### config.mk
export PLATFORM = sky130hd
export DESIGN_NAME = acma_arbiter
export DESIGN_NICKNAME = d
export VERILOG_FILES = /design/src/design/acma_pkg.sv /design/src/design/acma_arbiter.sv
export SDC_FILE = /design/constraint.sdc
export NUM_CORES = 1
export LEC_CHECK = 0
export BUFFER_PORTS_ARGS = -buffer_cell sky130_fd_sc_hd__buf_2
export CAP_MARGIN = 20
export CORE_MARGIN = 2
export CORE_UTILIZATION = 38
export CTS_CLUSTER_DIAMETER = 80
export DETAILED_ROUTE_END_ITERATION = 10
export PLACE_DENSITY = 0.51
export SYNTH_ARGS = -nofsm -noshare
export SYNTH_HDL_FRONTEND = slang
export SYNTH_SLANG_ARGS = --single-unit
### constraint.sdc
create_clock -name clk -period 14.9 [get_ports clk]
set_input_delay 2.235 -clock clk [delete_from_list [all_inputs] [get_ports clk]]
set_output_delay 2.235 -clock clk [all_outputs]
set_load 0.05 [all_outputs]
### src/design/acma_pkg.sv
// acma_pkg: constants, register map and enumerations for the control mode arbiter
// assumes one 25 MHz clock domain; registers reached over 32-bit apb
package acma_pkg;

	localparam int unsigned ACMA_CLK_HZ = 25_000_000;

	// register byte offsets
	localparam logic [7:0] ACMA_CFG_OFS = 8'h00;
	localparam logic [7:0] ACMA_CMD_OFS = 8'h04;
	localparam logic [7:0] ACMA_IN0_OFS = 8'h08;
	localparam logic [7:0] ACMA_IN1_OFS = 8'h0C;
	localparam logic [7:0] ACMA_VAL0_OFS = 8'h10;
	localparam logic [7:0] ACMA_VAL1_OFS = 8'h14;
	localparam logic [7:0] ACMA_STAT_OFS = 8'h18;

	// cfg register fields
	localparam int ACMA_CFG_MODE_LSB = 0;
	localparam int ACMA_CFG_VAR_LSB = 2;
	localparam int ACMA_CFG_COMB_BIT = 4;
	localparam int ACMA_CFG_TWO_BIT = 5;
	localparam int ACMA_CFG_LCE_BIT = 6;

	// cmd register fields
	localparam int ACMA_CMD_RUN_BIT = 0;
	localparam int ACMA_CMD_REV_BIT = 1;
	localparam int ACMA_CMD_HI_BIT = 2;

	// control input register fields: level [15:0], hysteresis % [23:16]
	localparam int ACMA_IN_LVL_LSB = 0;
	localparam int ACMA_IN_HYS_LSB = 16;
	localparam int ACMA_IN_NEG_BIT = 24;
	localparam int ACMA_IN_SW_BIT = 25;
	localparam int ACMA_IN_EN_BIT = 26;

	// reset values
	localparam logic [31:0] ACMA_CFG_RST = 32'h0000_0000;
	localparam logic [31:0] ACMA_IN_RST = 32'h0000_0000;

	localparam logic [31:0] ACMA_ERR_DATA = 32'h0000_0000;

	typedef enum logic [1:0] {
		ACMA_MODE_REMOTE,
		ACMA_MODE_LOCAL,
		ACMA_MODE_AUTO,
		ACMA_MODE_RSVD
	} acma_mode_t;

	typedef enum logic [1:0] {
		ACMA_VAR_PUMP,
		ACMA_VAR_CONV,
		ACMA_VAR_LOAD,
		ACMA_VAR_RSVD
	} acma_var_t;

endpackage : acma_pkg

### src/design/acma_arbiter.sv
// acma_arbiter: picks the source of run/stop/direction/speed commands for a starter
// assumes apb master on clk; local pins, degraded and override are asynchronous
//
// The placing of the registers and the APB interface to the registers were left to the implementer.
module acma_arbiter
	import acma_pkg::*;
#(
	parameter int VAL_W = 16
) (
	input wire logic clk,
	input wire logic rst_n,
	input wire logic psel,
	input wire logic penable,
	input wire logic pwrite,
	input wire logic [7:0] paddr,
	input wire logic [31:0] pwdata,
	input wire logic [3:0] pstrb,
	output logic [31:0] prdata,
	output logic pready,
	output logic pslverr,
	input wire logic degraded,
	input wire logic manual_override,
	input wire logic [1:0] process_variable_switch,
	input wire logic local_fwd,
	input wire logic local_rev,
	input wire logic local_high,
	output logic run_cmd,
	output logic rev_cmd,
	output logic high_cmd,
	output logic [1:0] active_mode
);
	import acma_pkg::*;

	localparam int SYNC_W = 7;

	typedef struct packed {
		logic [31:0] cfg;
		logic [31:0] cmd;
		logic [1:0][31:0] in_cfg;
		logic [1:0][VAL_W-1:0] val;
		logic [1:0] pv_state;
		logic [SYNC_W-1:0] sync1;
		logic [SYNC_W-1:0] sync2;
		logic [31:0] prdata;
		logic pready;
		logic pslverr;
		logic run;
		logic rev;
		logic high;
		logic [1:0] mode;
	} acma_state_t;

	acma_state_t state_reg;
	acma_state_t state_next;

	logic [1:0] in_run;
	logic [VAL_W+7:0] lvl_x100 [2];
	logic [VAL_W+7:0] band [2];
	logic [VAL_W+7:0] val_x100 [2];
	logic [1:0] above;
	logic [1:0] below;

	// band edges are compared at x100 scale so no division is needed
	genvar gi;
	generate
		for (gi = 0; gi < 2; gi++) begin : g_pv
			logic [VAL_W-1:0] lvl;
			logic [7:0] hys;
			logic pv_sw;
			logic pv_raw;
			assign lvl = state_reg.in_cfg[gi][ACMA_IN_LVL_LSB +: VAL_W];
			assign hys = state_reg.in_cfg[gi][ACMA_IN_HYS_LSB +: 8];
			assign lvl_x100[gi] = (VAL_W+8)'(lvl) * (VAL_W+8)'(100);
			assign band[gi] = (VAL_W+8)'(lvl) * (VAL_W+8)'(hys);
			assign val_x100[gi] = (VAL_W+8)'(state_reg.val[gi]) * (VAL_W+8)'(100);
			// one spare bit: level plus band can pass the product width
			assign above[gi] = {1'b0, val_x100[gi]}
				> ({1'b0, lvl_x100[gi]} + {1'b0, band[gi]});
			assign below[gi] = ({1'b0, val_x100[gi]} + {1'b0, band[gi]})
				< {1'b0, lvl_x100[gi]};
			assign pv_sw = state_reg.sync2[gi];
			// switch source is direct; analog uses the latched state
			assign pv_raw = state_reg.in_cfg[gi][ACMA_IN_SW_BIT] ? pv_sw
				: state_reg.pv_state[gi];
			assign in_run[gi] = pv_raw ^ state_reg.in_cfg[gi][ACMA_IN_NEG_BIT];
		end
	endgenerate

	always_comb begin
		logic [1:0] en;
		logic pv_ok;
		logic sw_degraded;
		logic sw_override;
		logic go_local;
		logic lfwd;
		logic lrev;
		logic lhigh;
		acma_mode_t cfg_mode;
		acma_var_t var_sel;
		logic [31:0] rd;
		logic hit;

		en = '0;
		pv_ok = 1'b0;
		go_local = 1'b0;
		rd = ACMA_ERR_DATA;
		hit = 1'b1;
		sw_degraded = 1'b0;
		sw_override = 1'b0;
		lfwd = 1'b0;
		lrev = 1'b0;
		lhigh = 1'b0;
		cfg_mode = ACMA_MODE_REMOTE;
		var_sel = ACMA_VAR_PUMP;
		state_next = state_reg;

		// level inputs synchronised: only sync2 is read by logic
		state_next.sync1 = {local_high, local_rev, local_fwd, manual_override, degraded,
			process_variable_switch};
		state_next.sync2 = state_reg.sync1;
		sw_degraded = state_reg.sync2[2];
		sw_override = state_reg.sync2[3];
		lfwd = state_reg.sync2[4];
		lrev = state_reg.sync2[5];
		lhigh = state_reg.sync2[6];

		// analog hysteresis state; holds inside the band
		for (int i = 0; i < 2; i++) begin
			if (above[i]) begin
				state_next.pv_state[i] = 1'b1;
			end else if (below[i]) begin
				state_next.pv_state[i] = 1'b0;
			end
		end

		// combine control inputs
		en[0] = state_reg.in_cfg[0][ACMA_IN_EN_BIT];
		en[1] = state_reg.in_cfg[1][ACMA_IN_EN_BIT];
		if (state_reg.cfg[ACMA_CFG_COMB_BIT]) begin
			pv_ok = (in_run[0] | ~en[0]) & (in_run[1] | ~en[1]) & (|en);
		end else begin
			pv_ok = |(in_run & en);
		end

		cfg_mode = acma_mode_t'(state_reg.cfg[ACMA_CFG_MODE_LSB +: 2]);
		var_sel = acma_var_t'(state_reg.cfg[ACMA_CFG_VAR_LSB +: 2]);

		case (var_sel)
			ACMA_VAR_PUMP: begin
				if (cfg_mode == ACMA_MODE_AUTO) begin
					go_local = sw_override;
				end else if (cfg_mode == ACMA_MODE_REMOTE) begin
					go_local = sw_degraded | sw_override;
				end else begin
					go_local = 1'b1;
				end
			end
			ACMA_VAR_CONV: begin
				go_local = (cfg_mode != ACMA_MODE_REMOTE) | sw_degraded;
			end
			ACMA_VAR_LOAD: begin
				go_local = (cfg_mode != ACMA_MODE_REMOTE) | sw_degraded | sw_override;
			end
			default: begin
				go_local = 1'b1;
			end
		endcase

		if (go_local) begin
			state_next.mode = ACMA_MODE_LOCAL;
		end else if (var_sel == ACMA_VAR_PUMP && cfg_mode == ACMA_MODE_AUTO) begin
			state_next.mode = ACMA_MODE_AUTO;
		end else begin
			state_next.mode = ACMA_MODE_REMOTE;
		end

		// output command selection
		if (var_sel == ACMA_VAR_LOAD && !state_reg.cfg[ACMA_CFG_LCE_BIT]) begin
			// no configurable logic: remote commands pass through untouched
			state_next.mode = ACMA_MODE_REMOTE;
			state_next.run = state_reg.cmd[ACMA_CMD_RUN_BIT];
			state_next.rev = state_reg.cmd[ACMA_CMD_REV_BIT];
			state_next.high = state_reg.cmd[ACMA_CMD_HI_BIT];
		end else begin
			case (acma_mode_t'(state_next.mode))
				ACMA_MODE_REMOTE: begin
					state_next.run = state_reg.cmd[ACMA_CMD_RUN_BIT];
					state_next.rev = state_reg.cmd[ACMA_CMD_REV_BIT];
					state_next.high = state_reg.cmd[ACMA_CMD_HI_BIT];
				end
				ACMA_MODE_AUTO: begin
					state_next.run = pv_ok;
					state_next.rev = 1'b0;
					state_next.high = 1'b0;
				end
				ACMA_MODE_LOCAL: begin
					case (var_sel)
						ACMA_VAR_PUMP: begin
							state_next.run = lfwd & pv_ok;
							state_next.rev = 1'b0;
							state_next.high = 1'b0;
						end
						ACMA_VAR_CONV: begin
							if (state_reg.cfg[ACMA_CFG_TWO_BIT]) begin
								// both selected at once is treated as stop
								state_next.run = lfwd ^ lrev;
								state_next.rev = lrev & ~lfwd;
							end else begin
								state_next.run = lfwd;
								state_next.rev = 1'b0;
							end
							state_next.high = 1'b0;
						end
						default: begin
							if (state_reg.cfg[ACMA_CFG_TWO_BIT]) begin
								// same stop-on-conflict choice as the conveyor
								state_next.run = lfwd ^ lrev;
								state_next.rev = lrev & ~lfwd;
							end else begin
								state_next.run = lfwd;
								state_next.rev = 1'b0;
							end
							state_next.high = lhigh;
						end
					endcase
				end
				default: begin
					state_next.run = 1'b0;
					state_next.rev = 1'b0;
					state_next.high = 1'b0;
				end
			endcase
		end

		// apb slave: answer registered into the access cycle, one cycle wide
		state_next.pready = 1'b0;
		state_next.pslverr = 1'b0;
		if (psel && !penable) begin
			case (paddr)
				ACMA_CFG_OFS: begin
					rd = state_reg.cfg;
				end
				ACMA_CMD_OFS: begin
					rd = state_reg.cmd;
				end
				ACMA_IN0_OFS: begin
					rd = state_reg.in_cfg[0];
				end
				ACMA_IN1_OFS: begin
					rd = state_reg.in_cfg[1];
				end
				ACMA_VAL0_OFS: begin
					rd = 32'(state_reg.val[0]);
				end
				ACMA_VAL1_OFS: begin
					rd = 32'(state_reg.val[1]);
				end
				ACMA_STAT_OFS: begin
					rd = {22'h00_0000, state_reg.pv_state, in_run, pv_ok,
						state_reg.high, state_reg.rev, state_reg.run, state_reg.mode};
				end
				default: begin
					hit = 1'b0;
				end
			endcase
			state_next.pready = 1'b1;
			state_next.pslverr = ~hit;
			state_next.prdata = pwrite ? ACMA_ERR_DATA : rd;
		end else if (psel && penable && state_reg.pready) begin
			// write lands only at the edge that completes the transfer
			if (pwrite && !state_reg.pslverr) begin
				for (int b = 0; b < 4; b++) begin
					if (pstrb[b]) begin
						case (paddr)
							ACMA_CFG_OFS: begin
								state_next.cfg[b*8 +: 8] = pwdata[b*8 +: 8];
							end
							ACMA_CMD_OFS: begin
								state_next.cmd[b*8 +: 8] = pwdata[b*8 +: 8];
							end
							ACMA_IN0_OFS: begin
								state_next.in_cfg[0][b*8 +: 8] = pwdata[b*8 +: 8];
							end
							ACMA_IN1_OFS: begin
								state_next.in_cfg[1][b*8 +: 8] = pwdata[b*8 +: 8];
							end
							// value lanes above the value width are dropped
							ACMA_VAL0_OFS: begin
								if (b < 2) begin
									state_next.val[0][b*8 +: 8] = pwdata[b*8 +: 8];
								end
							end
							ACMA_VAL1_OFS: begin
								if (b < 2) begin
									state_next.val[1][b*8 +: 8] = pwdata[b*8 +: 8];
								end
							end
							default: begin
							end
						endcase
					end
				end
			end
		end
	end

	always_ff @(posedge clk or negedge rst_n) begin
		if (!rst_n) begin
			state_reg <= '0;
			state_reg.cfg <= ACMA_CFG_RST;
			state_reg.in_cfg <= {ACMA_IN_RST, ACMA_IN_RST};
		end else begin
			state_reg <= state_next;
		end
	end

	assign prdata = state_reg.prdata;
	assign pready = state_reg.pready;
	assign pslverr = state_reg.pslverr;
	assign run_cmd = state_reg.run;
	assign rev_cmd = state_reg.rev;
	assign high_cmd = state_reg.high;
	assign active_mode = state_reg.mode;

endmodule : acma_arbiter

# Word-level counts from Yosys, hierarchy flattened
# Index checks and enable logic that the tools add are counted.
# W data, S select, Z words.
[word_totals]
in_bits = 56
mem_bits_rw = 0
mem_count = 0
mem_bits_ro = 0
wordCells = 135
latchBits = 0
output_inout_bits = 39
reg_bits = 215
[op_classes]
eq_ne = 11
order_cmp = 4
add_sub_neg = 4
n_div = 0
bitwise_logic = 18
reduce_logical = 39
multipliers = 6
n_mux = 22
shift = 0
[ops]
columns = ["op", "count"]
rows = [
  ["$pmux W32 S7", 1],
  ["$add A23 B24 Y25", 4],
  ["$reduce_and A5 Y1", 20],
  ["$mul A16 B5 Y21 const B", 4],
  ["$gt A23 B25 Y1", 2],
  ["$lt A25 B23 Y1", 2],
  ["$mul A16 B8 Y24", 2],
  ["$mux W32", 1],
  ["$eq A8 B5 Y1 const B", 3],
  ["$eq A8 B4 Y1 const B", 2],
  ["$mux W1", 11],
  ["$mux W2", 5],
  ["$pmux W3 S3", 1],
  ["$eq A8 B3 Y1 const B", 1],
  ["$logic_not A8 Y1", 1],
  ["$reduce_or A7 Y1", 1],
  ["$eq A2 B2 Y1 const B", 3],
  ["$logic_and A1 B1 Y1", 6],
  ["$logic_not A2 Y1", 3],
  ["$pmux W3 S2", 1],
  ["$reduce_bool A2 Y1", 3],
  ["$not A1 Y1", 5],
  ["$or A1 B1 Y1", 5],
  ["$and A1 B1 Y1", 4],
  ["7 further kinds", 13],
]

# Logic depth before layout (Yosys ltp)
# Gate-level depths: netlist of the first run.
[logic_depth]
ltp_word = 10
mapped_depth = 35
depth_no_buf = 34

# Worst setup path before layout of the first run
# No wires, ideal clock.
[synth_timing]
path_kind = "register to register"
startpoint = "reg state_reg, in the netlist g_pv[1].hys[7]"
endpoint = "reg state_reg[54] (netlist name)"
setup_slack_ns = 7.250
t_arrival_ns = 7.528
setup_ns = 0.121
path_stages_with_launch = 35
cell_sequence = "dfrtp_1 clkbuf_1 nand2_1 fa_1 fa_1 inv_1 fa_1 inv_1 fa_1 inv_1 ha_1 o21a_1 o21ai_0 a21oi_1 o41ai_2 o21ai_1 o21a_1 nor2_1 xnor2_1 ha_1 and3_1 and3_1 o21ai_0 o21ai_2 or4_4 nand2_1 xor2_1 ha_1 and4_1 nand2_1 or3_1 nor4_1 nor3_1 o21a_1 a32o_2"
[synth_between]
elab_chain_len = 4
[synth_lines]
columns = ["element", "line_no", "rtl"]
rows = [
  ["from (decl)", "acma_arbiter.sv:53", "acma_state_t state_reg;"],
  ["from (signal assigned)", "acma_arbiter.sv:313", "state_reg <= state_next;"],
  ["$mul A16 B8 Y24 (*)", "acma_arbiter.sv:74", "assign band[gi] = (VAL_W+8)'(lvl) * (VAL_W+8)'(hys);"],
  ["$add A23 B24 Y25 (on tied branches)", "acma_arbiter.sv:78, acma_arbiter.sv:79", ""],
  ["$gt A23 B25 Y1 or $lt A25 B23 Y1 (tied branches)", "acma_arbiter.sv:78, acma_arbiter.sv:80", ""],
  ["$mux W1 or $reduce_bool A2 Y1 (tied branches)", "-", ""],
]
# Every way passes the cells marked *; elsewhere a longest branch is shown, timed or not.
# A chain may end at the register's enable or synchronous reset.

# Worst setup path after layout of the first run
# Same ends and word-level chain as after synthesis.

==> key figures, run 1 <==
Status
  • Status: finished clean

Floorplan
  • Die area: 0.0796 mm2
  • Die Span X: 282 um
  • Chip Height: 282 um
  • Core region area: 0.0762 mm2
  • Ports: 95
  • Initial Util: 38.6%
  • Row count: ~100

Worst setup path
  • Worst path slowest cell: dfrtp_1
  • Data required, critical path: around 15,000 ps
  • Max FO, Critical Path: 18
  • WP data arrival: 8880 ps
  • Crit Reg-Reg Startpoint: g_pv[1].hys[7]
  • Crit path top cell by count: fa_1
  • Setup crit start kind: flop
  • Crit path kind: reg2reg
  • Endpoint class of the critical path: flop
  • Critical path's top delay family: compound AO/OA/AOI/OAI gates
  • CP bufs+invs: 3
  • Critical Path Stages: 29
  • Flop2flop setup slack: 6460 ps
  • Worst reg2reg path endpoint: state_reg[54]
  • Worst-case reg-to-reg path depth: 29
  • Crit-path max cell delay: 690 ps

Min path
  • Hold Path Class: reg2reg
  • Sink of the worst hold path: g_pv[1].pv_sw
  • Hold path depth: 0
  • Min-delay src: state_next[40]

Final layout
  • Number of flip-flops in the largest register: 119
  • Share of layout cells above drive strength 1: 10.7%
  • NumNets Final: 3,974
  • Final core occ: 41.6%
  • Layout area overhead: 7.79%
  • Filler cells: around 7,600

Logic synthesis
  • Seq cells post-synth: 215
  • Ys Warns: 0
  • Netlist Area Pre-Place: 0.0294 mm2
  • Area leader, netlist: ha_1
  • Number of enable flip-flop cells after synthesis: 0
  • Synth area leaders: ha_1 20%, dfrtp_1 18%, fa_1 15%
  • Synth Flop Type: dfrtp_1
  • Most frequent cells after synthesis: 504 x inv_1, 464 x ha_1, 216 x and2_1, 216 x fa_1, 215 x dfrtp_1
  • Most common cell in the synthesized netlist: inv_1
  • Mean Syn Cell Area: around 9.1 um2
  • Share of the synthesized area in the top cell type: 19.8%
  • Post-Syn Nets: 3,947
  • Synth Instances: 3,211
  • Register area share after synthesis: 18.3%
  • Async SR Flop Fraction: 100%
  • Netlist cell types: 83

Route
  • Via/cell ratio: approximately 5.3
  • Post-route ant nets: 0
  • Initial DRC count: 1,048
  • Post-Route WL: 84,000 um
  • DRC: 0
  • DR vias: 22,563
  • Drt pass-1 iters: 7
  • WL/cell: about 20 um

Clocking
  • CTS tree: done
  • H-tree depth: 1
  • Setup Fix Bufs, Post-CTS: 0
  • PostCTS Resize Cnt: 0
  • Reg clk slew, reported paths: 60 ps
  • Clock sinks: 215
  • Cts bufs inserted: 28
  • Clock buffer depth: 3
  • Cts hold-fix bufs: 0
  • Clk_lat worst skew: about 600 ps
  • CTS Root Buffer Type: clkbuf_16

Global route
  • Vias in the first global route: 23,571
  • GRT Total Usage: 21.3%
  • Antenna violations before repair: 6
  • Global route overflow: 0
  • First-pass GRT wire length: roughly 130,000 um
  • Largest net degree at the start of global routing: 77

Power
  • Pint: 1.04 mW
  • Combinational Power Share: between 9 and 10%
  • NetSw: approximately 0.38 mW
  • Share of power burned in the clock network: 48.6%
  • Pwr Density: roughly 45 mW/mm2
  • Seq pwr share: 41.7%
  • Peak supply drop: 0.0000901 V
  • LEAKAGE: approximately 17 nW
  • Switching share of power: 26.6%

STA
  • Final setup fails: 0
  • Final worst-path cycle share: 56.6%
  • Setup Skew: roughly 54 ps
  • Slew @ Worst Pin: just over 1000 ps
  • Rel. slew slack: 32.7%
  • Setup TNS: 0 ps
  • Pins Over Slew Limit: 0
  • Hold Fails Final Rpt: 0
  • Min Tclk post-route: between 8000 and 9000 ps
  • Fmax: 118 MHz
  • Setup repair after global routing missed its margin: no

Placement
  • Final Wtd Congestion: 0.924
  • Count of input and output buffers: 94
  • Post-DP HPWL: between 60,000 and 70,000 um

Flow run
  • Max cap viols: 0
## stage by stage
| stage | power (mW) | worst slack (ps) | cells | hold slack (ps) | area, um2 |
|---|---|---|---|---|---|
| 2_1_floorplan | 0.680 | 7250 | 3211 | 331 | 29400 |
| 3_3_place_gp | 0.735 | 6620 | 4238 | 335 | 30700 |
| 3_5_place_dp | 0.738 | 6480 | 4238 | 336 | 30700 |
| 4_1_cts | 1.43 | 6430 | 4289 | 350 | 31700 |
| 5_1_grt | 1.47 | 5850 | 4290 | 360 | 31700 |
| 6_report | 1.41 | 6460 | 4292 | 347 | 31700 |
## worst max path at each step
stage                   start       endpoint  slack (ps)
2_1_floorplan  g_pv[1].hys[7]  state_reg[54]        7250
3_3_place_gp   g_pv[0].hys[2]  state_reg[53]        6620
3_5_place_dp   g_pv[0].hys[3]  state_reg[53]        6480
4_1_cts        g_pv[0].hys[2]  state_reg[53]        6430
5_1_grt        g_pv[0].hys[2]  state_reg[53]        5850
6_report       g_pv[1].hys[7]  state_reg[54]        6460
## routing by layer
metal	vias to the layer above	track usage [%]	wire, um
met3	78	1.33	2160
met4	4	4.71	1850
met1	11331	28.5	38600
li1	10878	-	-
met5	-	0	27
met2	272	37.6	41400
## layout by cell type (no fill, tap or decap), drive strengths merged, types with 7 or more instances in the layout
| master | instances |
|---|---|
| o2111ai | 8 |
| a22oi | 19 |
| nand3 | 53 |
| mux4 | 11 |
| ha | 464 |
| xor2 | 45 |
| fa | 216 |
| o211ai | 9 |
| xnor2 | 116 |
| or2 | 7 |
| o31a | 8 |
| o41ai | 10 |
| and2 | 216 |
| clkbuf | 40 |
| or3 | 14 |
| a22o | 18 |
| nor3 | 35 |
| a21boi | 10 |
| o21a | 31 |
| inv | 507 |
| a21oi | 129 |
| and3 | 24 |
| nor2 | 131 |
| mux2 | 154 |
| buf | 110 |
| dfrtp | 215 |
| a21o | 57 |
| a31oi | 14 |
| o21ai | 160 |
| o21bai | 17 |
| nand4 | 25 |
| mux2i | 22 |
| nand2b | 32 |
| nand2 | 192 |
| nor2b | 28 |
| a211oi | 26 |
| o22ai | 9 |
## final cells by class
cell class / instances / area, um2 / area share, %
clock inverter: 11 / 163 / 0.514
antenna: 3 / 7.51 / 0.0237
timing repair buffer: 110 / 601 / 1.90
sequential: 215 / 5380 / 17.0
tap: 1030 / 1290 / 4.07
clock buffer: 40 / 776 / 2.45
inverter: 504 / 1890 / 5.97
multi-input combinational: 2379 / 21600 / 68.1
## power by group through the flow
stage / Sequential [mW] / Clock, mW / Combinational, mW
3_3_place_gp: 0.601 / 0 / 0.134
5_1_grt: 0.590 / 0.726 / 0.154
2_1_floorplan: 0.600 / 0 / 0.0795
4_1_cts: 0.590 / 0.703 / 0.138
3_5_place_dp: 0.601 / 0 / 0.137
6_report: 0.590 / 0.687 / 0.137
## worst register-to-register path, delay by kind of cell, from the launching register on
family	cells	cell delay [ps]
AND/OR/NAND/NOR	4	810
AO/OA/AOI/OAI	13	3230
buffers and inverters	3	140
XOR/XNOR	2	310
flip-flops	1	690
adder cells (fa/ha/maj)	7	3090
## cells by family after synthesis
family                   count (synthesis)  share of synthesized area (%)
AO/OA/AOI/OAI                          576                           13.1
XOR/XNOR                               161                           4.80
adder cells (fa/ha/maj)                680                           34.5
buffers and inverters                  617                           8.32
flip-flops                             215                           18.3
multiplexers                           187                           7.51
AND/OR/NAND/NOR                        775                           13.5
Note: power is estimated with default switching activity, not from simulation.
==> inputs of run 2 (changes only) <==
- clock period: 14.9 -> 7.9 ns (I/O delays scaled with it)
==> run 2 against run 1 <==
Net effect: register-to-register slack got worse by 6300 ps; sequential power rose by 88%; die area did not move; critical path type unchanged; worst setup slack got worse by 6300 ps; maximum frequency rose by 8.7%; via count rose by 2.4%; global-route usage rose by 0.23 points; clock skew fell by 32 ps; power rose by 97%; count of clock-buffer cells in the layout fell by 4.
==> key figures, run 2 (synthesis results as in run 1) <==
STA
  • Rel. slew slack: around a third
  • Min Hold Slack: 351 ps
  • Min Tclk post-route: 7760 ps
  • Setup repair after global routing missed its margin: yes
  • Fmax: about 130 MHz
  • Pins Over Slew Limit: 0
  • Final worst-path cycle share: approximately 98%
  • Final worst slack: roughly 140 ps
  • Final setup fails: 0
  • Slew @ Worst Pin: about 1000 ps
  • Setup Skew: 21.4 ps
  • Hold Fails Final Rpt: 0

Route
  • DR vias: 23,108
  • Via/cell ratio: 5.22
  • WL/cell: approximately 19 um
  • Initial DRC count: 1,238
  • M1 wire length: 38,500 um
  • Drt pass-1 iters: 6
  • DRC: 0
  • Met3 Wirelength: 2580 um
  • Max Used Layer: met5
  • Post-Route WL: 85,600 um
  • Met2 WL: roughly 43,000 um
  • Post-route ant nets: 0

Placement
  • Post-Place Setup Slack: -162 ps
  • Post-DP HPWL: 71,000 um
  • Final Wtd Congestion: 0.941
  • Count of input and output buffers: 94
  • DP Area: 0.0315 mm2

Final layout
  • Most frequent cells in the layout: 500 x inv_1, 441 x ha_1, 213 x fa_1
  • Share of layout cells above drive strength 1: between 15 and 20%
  • Filler cells: roughly 7,400
  • Most common cell after layout, fill and taps aside: inv_1
  • NumNets Final: about 4,000
  • Layout area overhead: 14.4%
  • Final core occ: 44.1%
  • Post-route cell area: roughly 0.034 mm2
  • Number of flip-flops in the largest register: 119

Floorplan
  • Die area: slightly below 0.08 mm2
  • Core region area: between 0.07 and 0.08 mm2
  • Row count: slightly above 100
  • Ports: 95
  • Chip Height: roughly 280 um
  • Initial Util: 38.6%
  • Die Span X: 282 um

Worst setup path
  • Worst path slowest cell: or4_1
  • Setup crit start kind: flop
  • Crit-path max cell delay: 550 ps
  • Max FO, Critical Path: 4
  • Crit path top cell by count: fa_1
  • WP data arrival: 8210 ps
  • Data required, critical path: 8350 ps
  • Worst-case reg-to-reg path depth: 31
  • Crit Reg-Reg Startpoint: g_pv[0].lvl[1]
  • Crit path kind: reg2reg
  • Flop2flop setup slack: 140 ps
  • Endpoint class of the critical path: flop
  • Worst reg2reg path endpoint: state_reg[53]

Power
  • Pint: 2.05 mW
  • Pwr Density: 82.8 mW/mm2
  • LEAKAGE: 17.4 nW
  • NetSw: 0.735 mW
  • Seq pwr share: 39.9%
  • Share of power burned in the clock network: 49.9%
  • Switching share of power: 26.4%
  • Combinational Power Share: 10.2%
  • Total Power: roughly 2.8 mW
  • Peak supply drop: roughly 0.00015 V

Global route
  • Global route overflow: 0
  • Antenna violations before repair: 8
  • Largest net degree at the start of global routing: between 80 and 90
  • GRT Total Usage: 21.5%
  • First-pass GRT wire length: 134,000 um
  • Vias in the first global route: 24,293

Clocking
  • Cts hold-fix bufs: 0
  • H-tree depth: 1
  • Clock buffer depth: 3
  • Clock sinks: roughly 220
  • CTS Root Buffer Type: clkbuf_16
  • CTS tree: done
  • Cts bufs inserted: 28
  • Clk_lat worst skew: 580 ps
  • Reg clk slew, reported paths: 60 ps

Flow run
  • Max cap viols: 0

Min path
  • Min-delay src: state_next[44]
  • Sink of the worst hold path: state_reg[44]
  • Hold path depth: 0
  • Hold Path Class: reg2reg

Status
  • Status: finished clean
[run 2: cell count changes in the layout (fill, tap and decap cells not counted), sizes merged]
cell	before	now
bufinv	2	4
buf	110	243
inv	507	509
clkbuf	40	36
clkinv	5	6
[run 2: worst max path at each step]
stage / start / to / slack (ps) / depth (start not counted)
after floorplan: g_pv[1].hys[7] / state_reg[54] / 250 / 34
after global placement: g_pv[1].lvl[2] / state_reg[54] / -160 / 33
after detailed placement: g_pv[0].hys[2] / state_reg[53] / -160 / 28
after CTS: g_pv[0].hys[2] / state_reg[53] / -50 / 30
after global routing: g_pv[0].hys[6] / state_reg[53] / -100 / 29
final: g_pv[0].lvl[1] / state_reg[53] / 140 / 31
[run 2: routing by layer]
layer,global-route usage [%],vias up
li1,-,11140
met1,28.5,11538
met2,38.0,326
met3,1.55,98
met4,5.31,6
met5,0,-
[run 2: per-stage QoR]
step                instances  TNS, ps
floorplan                3211        0
global placement         4339     -233
detailed placement       4339     -306
CTS                      4391    -50.3
global route             4424     -192
finish                   4426        0
[run 2: final cells by class]
cell class	instances	area (um2)	area share [%]
Antenna cell	3	7.51	0.0223
Tap cell	1030	1290	3.84
Sequential cell	215	5400	16.1
Clock inverter	16	245	0.730
Multi-Input combinational cell	2379	22300	66.5
Inverter	504	1890	5.63
Timing Repair Buffer	243	1650	4.90
Clock buffer	36	771	2.29
[run 2: repair_timing]
item	CTS	global route
gates resized for setup	12	163
endpoints found under the setup margin	2	2
buffers inserted	0	29
pin swaps	1	74
[run 2: power by group through the flow]
stage / sequential, mW / clock, mW / combinational (mW)
floorplan: 1.13 / 0 / 0.150
global placement: 1.13 / 0 / 0.264
detailed placement: 1.13 / 0 / 0.271
CTS: 1.11 / 1.42 / 0.272
global route: 1.11 / 1.46 / 0.315
finish: 1.11 / 1.39 / 0.283
[run 2: critical path, delay by kind of cell, from the launching register on]
family                   cells  cell delay (ps)
adder cells (fa/ha/maj)      7             2800
AO/OA/AOI/OAI               10             1900
buffers and inverters        4              400
XOR/XNOR                     2              350
flip-flops                   1              410
AND/OR/NAND/NOR              8             1760
==> inputs of run 3 (changes only) <==
- clock period: 7.9 -> 7.6 ns (I/O delays scaled with it)
==> run 3 against run 2 <==
Net effect: the run now ends with setup timing left; cell count is 2.6% higher; sequential power grew 5%; combinational power up 5%; global-route usage is 0.33 points higher; cell area increased by 1.3%; via count increased by 1.3%; worst hold slack is essentially flat; clock skew shrank 7.6 ps.
==> key figures, run 3 (synthesis results as in run 1) <==
Flow run
  • Max cap viols: 0

Global route
  • Antenna violations before repair: 10
  • Vias in the first global route: 24,767
  • Largest net degree at the start of global routing: around 80
  • First-pass GRT wire length: 136,000 um
  • Global route overflow: 0
  • GRT Total Usage: 21.8%

Worst setup path
  • Crit path kind: reg2reg
  • WP data arrival: 8110 ps
  • Setup crit start kind: flop
  • Data required, critical path: between 8000 and 9000 ps
  • Max FO, Critical Path: 8
  • Endpoint class of the critical path: flop
  • Worst path slowest cell: fa_1
  • Crit-path max cell delay: 560 ps
  • Crit path top cell by count: fa_1

Clocking
  • CTS Root Buffer Type: clkbuf_16
  • Clk_lat worst skew: 570 ps
  • Cts bufs inserted: 27
  • Cts hold-fix bufs: 0
  • Reg clk slew, reported paths: 60 ps
  • Clock sinks: between 200 and 250
  • Clock buffer depth: 3
  • CTS tree: done
  • H-tree depth: 1

Placement
  • Dpl cells: 4,474
  • Post-DP HPWL: 72,900 um
  • Post-Place Setup Slack: -376 ps
  • Final Wtd Congestion: 0.880
  • DP Area: 0.0325 mm2
  • Count of input and output buffers: 94

STA
  • Final worst-path cycle share: 101%
  • Setup TNS: -65.6 ps
  • Rel. slew slack: 28.0%
  • Setup repair after global routing missed its margin: yes
  • Final setup fails: 1
  • Fmax: 130 MHz
  • Final worst slack: -65.6 ps
  • Setup Skew: between 10 and 15 ps
  • Pins Over Slew Limit: 0
  • Hold Fails Final Rpt: 0
  • Slew @ Worst Pin: 1080 ps
  • Min Tclk post-route: 7670 ps

Final layout
  • Most common cell after layout, fill and taps aside: inv_1
  • Share of layout cells above drive strength 1: 19.5%
  • Most frequent cells in the layout: 503 x inv_1, 456 x ha_1, 261 x buf_4
  • Final cell count without fillers: 4,539
  • Layout area overhead: 15.8%
  • Filler cells: 7,447
  • Number of flip-flops in the largest register: roughly 120
  • Post-route cell area: ~0.034 mm2
  • NumNets Final: 4,224

Floorplan
  • Die area: 0.0796 mm2
  • Chip Height: 282 um
  • Ports: 95
  • Core region area: 0.0762 mm2
  • Initial Util: 38.6%
  • Die Span X: 282 um
  • Row count: 101

Route
  • Via/cell ratio: between 5 and 6
  • WL/cell: 19.0 um
  • Post-Route WL: 86,400 um
  • Drt pass-1 iters: 5
  • DRC: 0
  • Initial DRC count: ~1,100
  • Post-route ant nets: 0
  • DR vias: 23,397

Power
  • Switching share of power: 26.0%
  • Combinational Power Share: about a tenth
  • Pwr Density: 82.7 mW/mm2
  • NetSw: 0.732 mW
  • Peak supply drop: 0.000155 V
  • Total Power: 2.82 mW
  • LEAKAGE: 18.0 nW
  • Share of power burned in the clock network: 48.5%
  • Seq pwr share: 41.0%
  • Pint: 2.08 mW

Status
  • Status: finished, violations left
  • Violations in the final reports: setup timing

Min path
  • Hold Path Class: reg2reg
==> run 3: worst paths after layout <==
check                               start             end  slack (ps)  cells past startpoint
max                        g_pv[1].hys[4]   state_reg[54]         -70                     31
min                        state_next[40]   g_pv[1].pv_sw         350                      0
max reg2reg                g_pv[1].hys[4]   state_reg[54]         -70                     31
min reg2reg                state_next[40]   g_pv[1].pv_sw         350                      0
max in group asynchronous           rst_n  state_next[39]        5580                      2
min in group asynchronous           rst_n      prdata[18]         540                      1
==> run 3: cell type report <==
class | instances | area, um2 | area share [%]
Inverter | 504 | 1890 | 5.56
Clock inverter | 11 | 175 | 0.515
Sequential cell | 215 | 5390 | 15.9
Tap cell | 1030 | 1290 | 3.79
Clock buffer | 36 | 769 | 2.26
Antenna cell | 3 | 7.51 | 0.0221
Timing Repair Buffer | 361 | 2510 | 7.37
Multi-Input combinational cell | 2379 | 22000 | 64.6
==> run 3: repair_timing <==
action                     CTS  global route
setup endpoints to repair    2             2
setup buffers                6             9
pin swaps                   40            29
resized for setup           60            49
==> run 3: layer usage <==
layer	GRT usage [%]	routed length, um
met4	5.26	1940
met3	2.33	3100
met5	0	60
met2	38.5	42700
met1	28.5	38600
==> run 3: worst max-delay path: cells and delay by family, from the launching register on <==
kind | cells | cell delay, ps
AO/OA/AOI/OAI | 11 | 2000
XOR/XNOR | 2 | 270
adder cells (fa/ha/maj) | 7 | 2910
buffers and inverters | 4 | 440
flip-flops | 1 | 430
AND/OR/NAND/NOR | 7 | 1480
==> run 3: power by group through the flow <==
stage | sequential, mW | clock [mW] | combinational (mW)
final | 1.16 | 1.36 | 0.296
after CTS | 1.16 | 1.39 | 0.294
after global routing | 1.15 | 1.43 | 0.332
after floorplan | 1.18 | 0 | 0.156
after global placement | 1.18 | 0 | 0.285
after detailed placement | 1.18 | 0 | 0.289
==> run 3: stage by stage <==
step	hold WS [ps]	utilization, %
floorplan	331	-
global placement	339	42.6
detailed placement	341	42.6
CTS	355	44.3
global route	364	44.7
finish	351	44.7
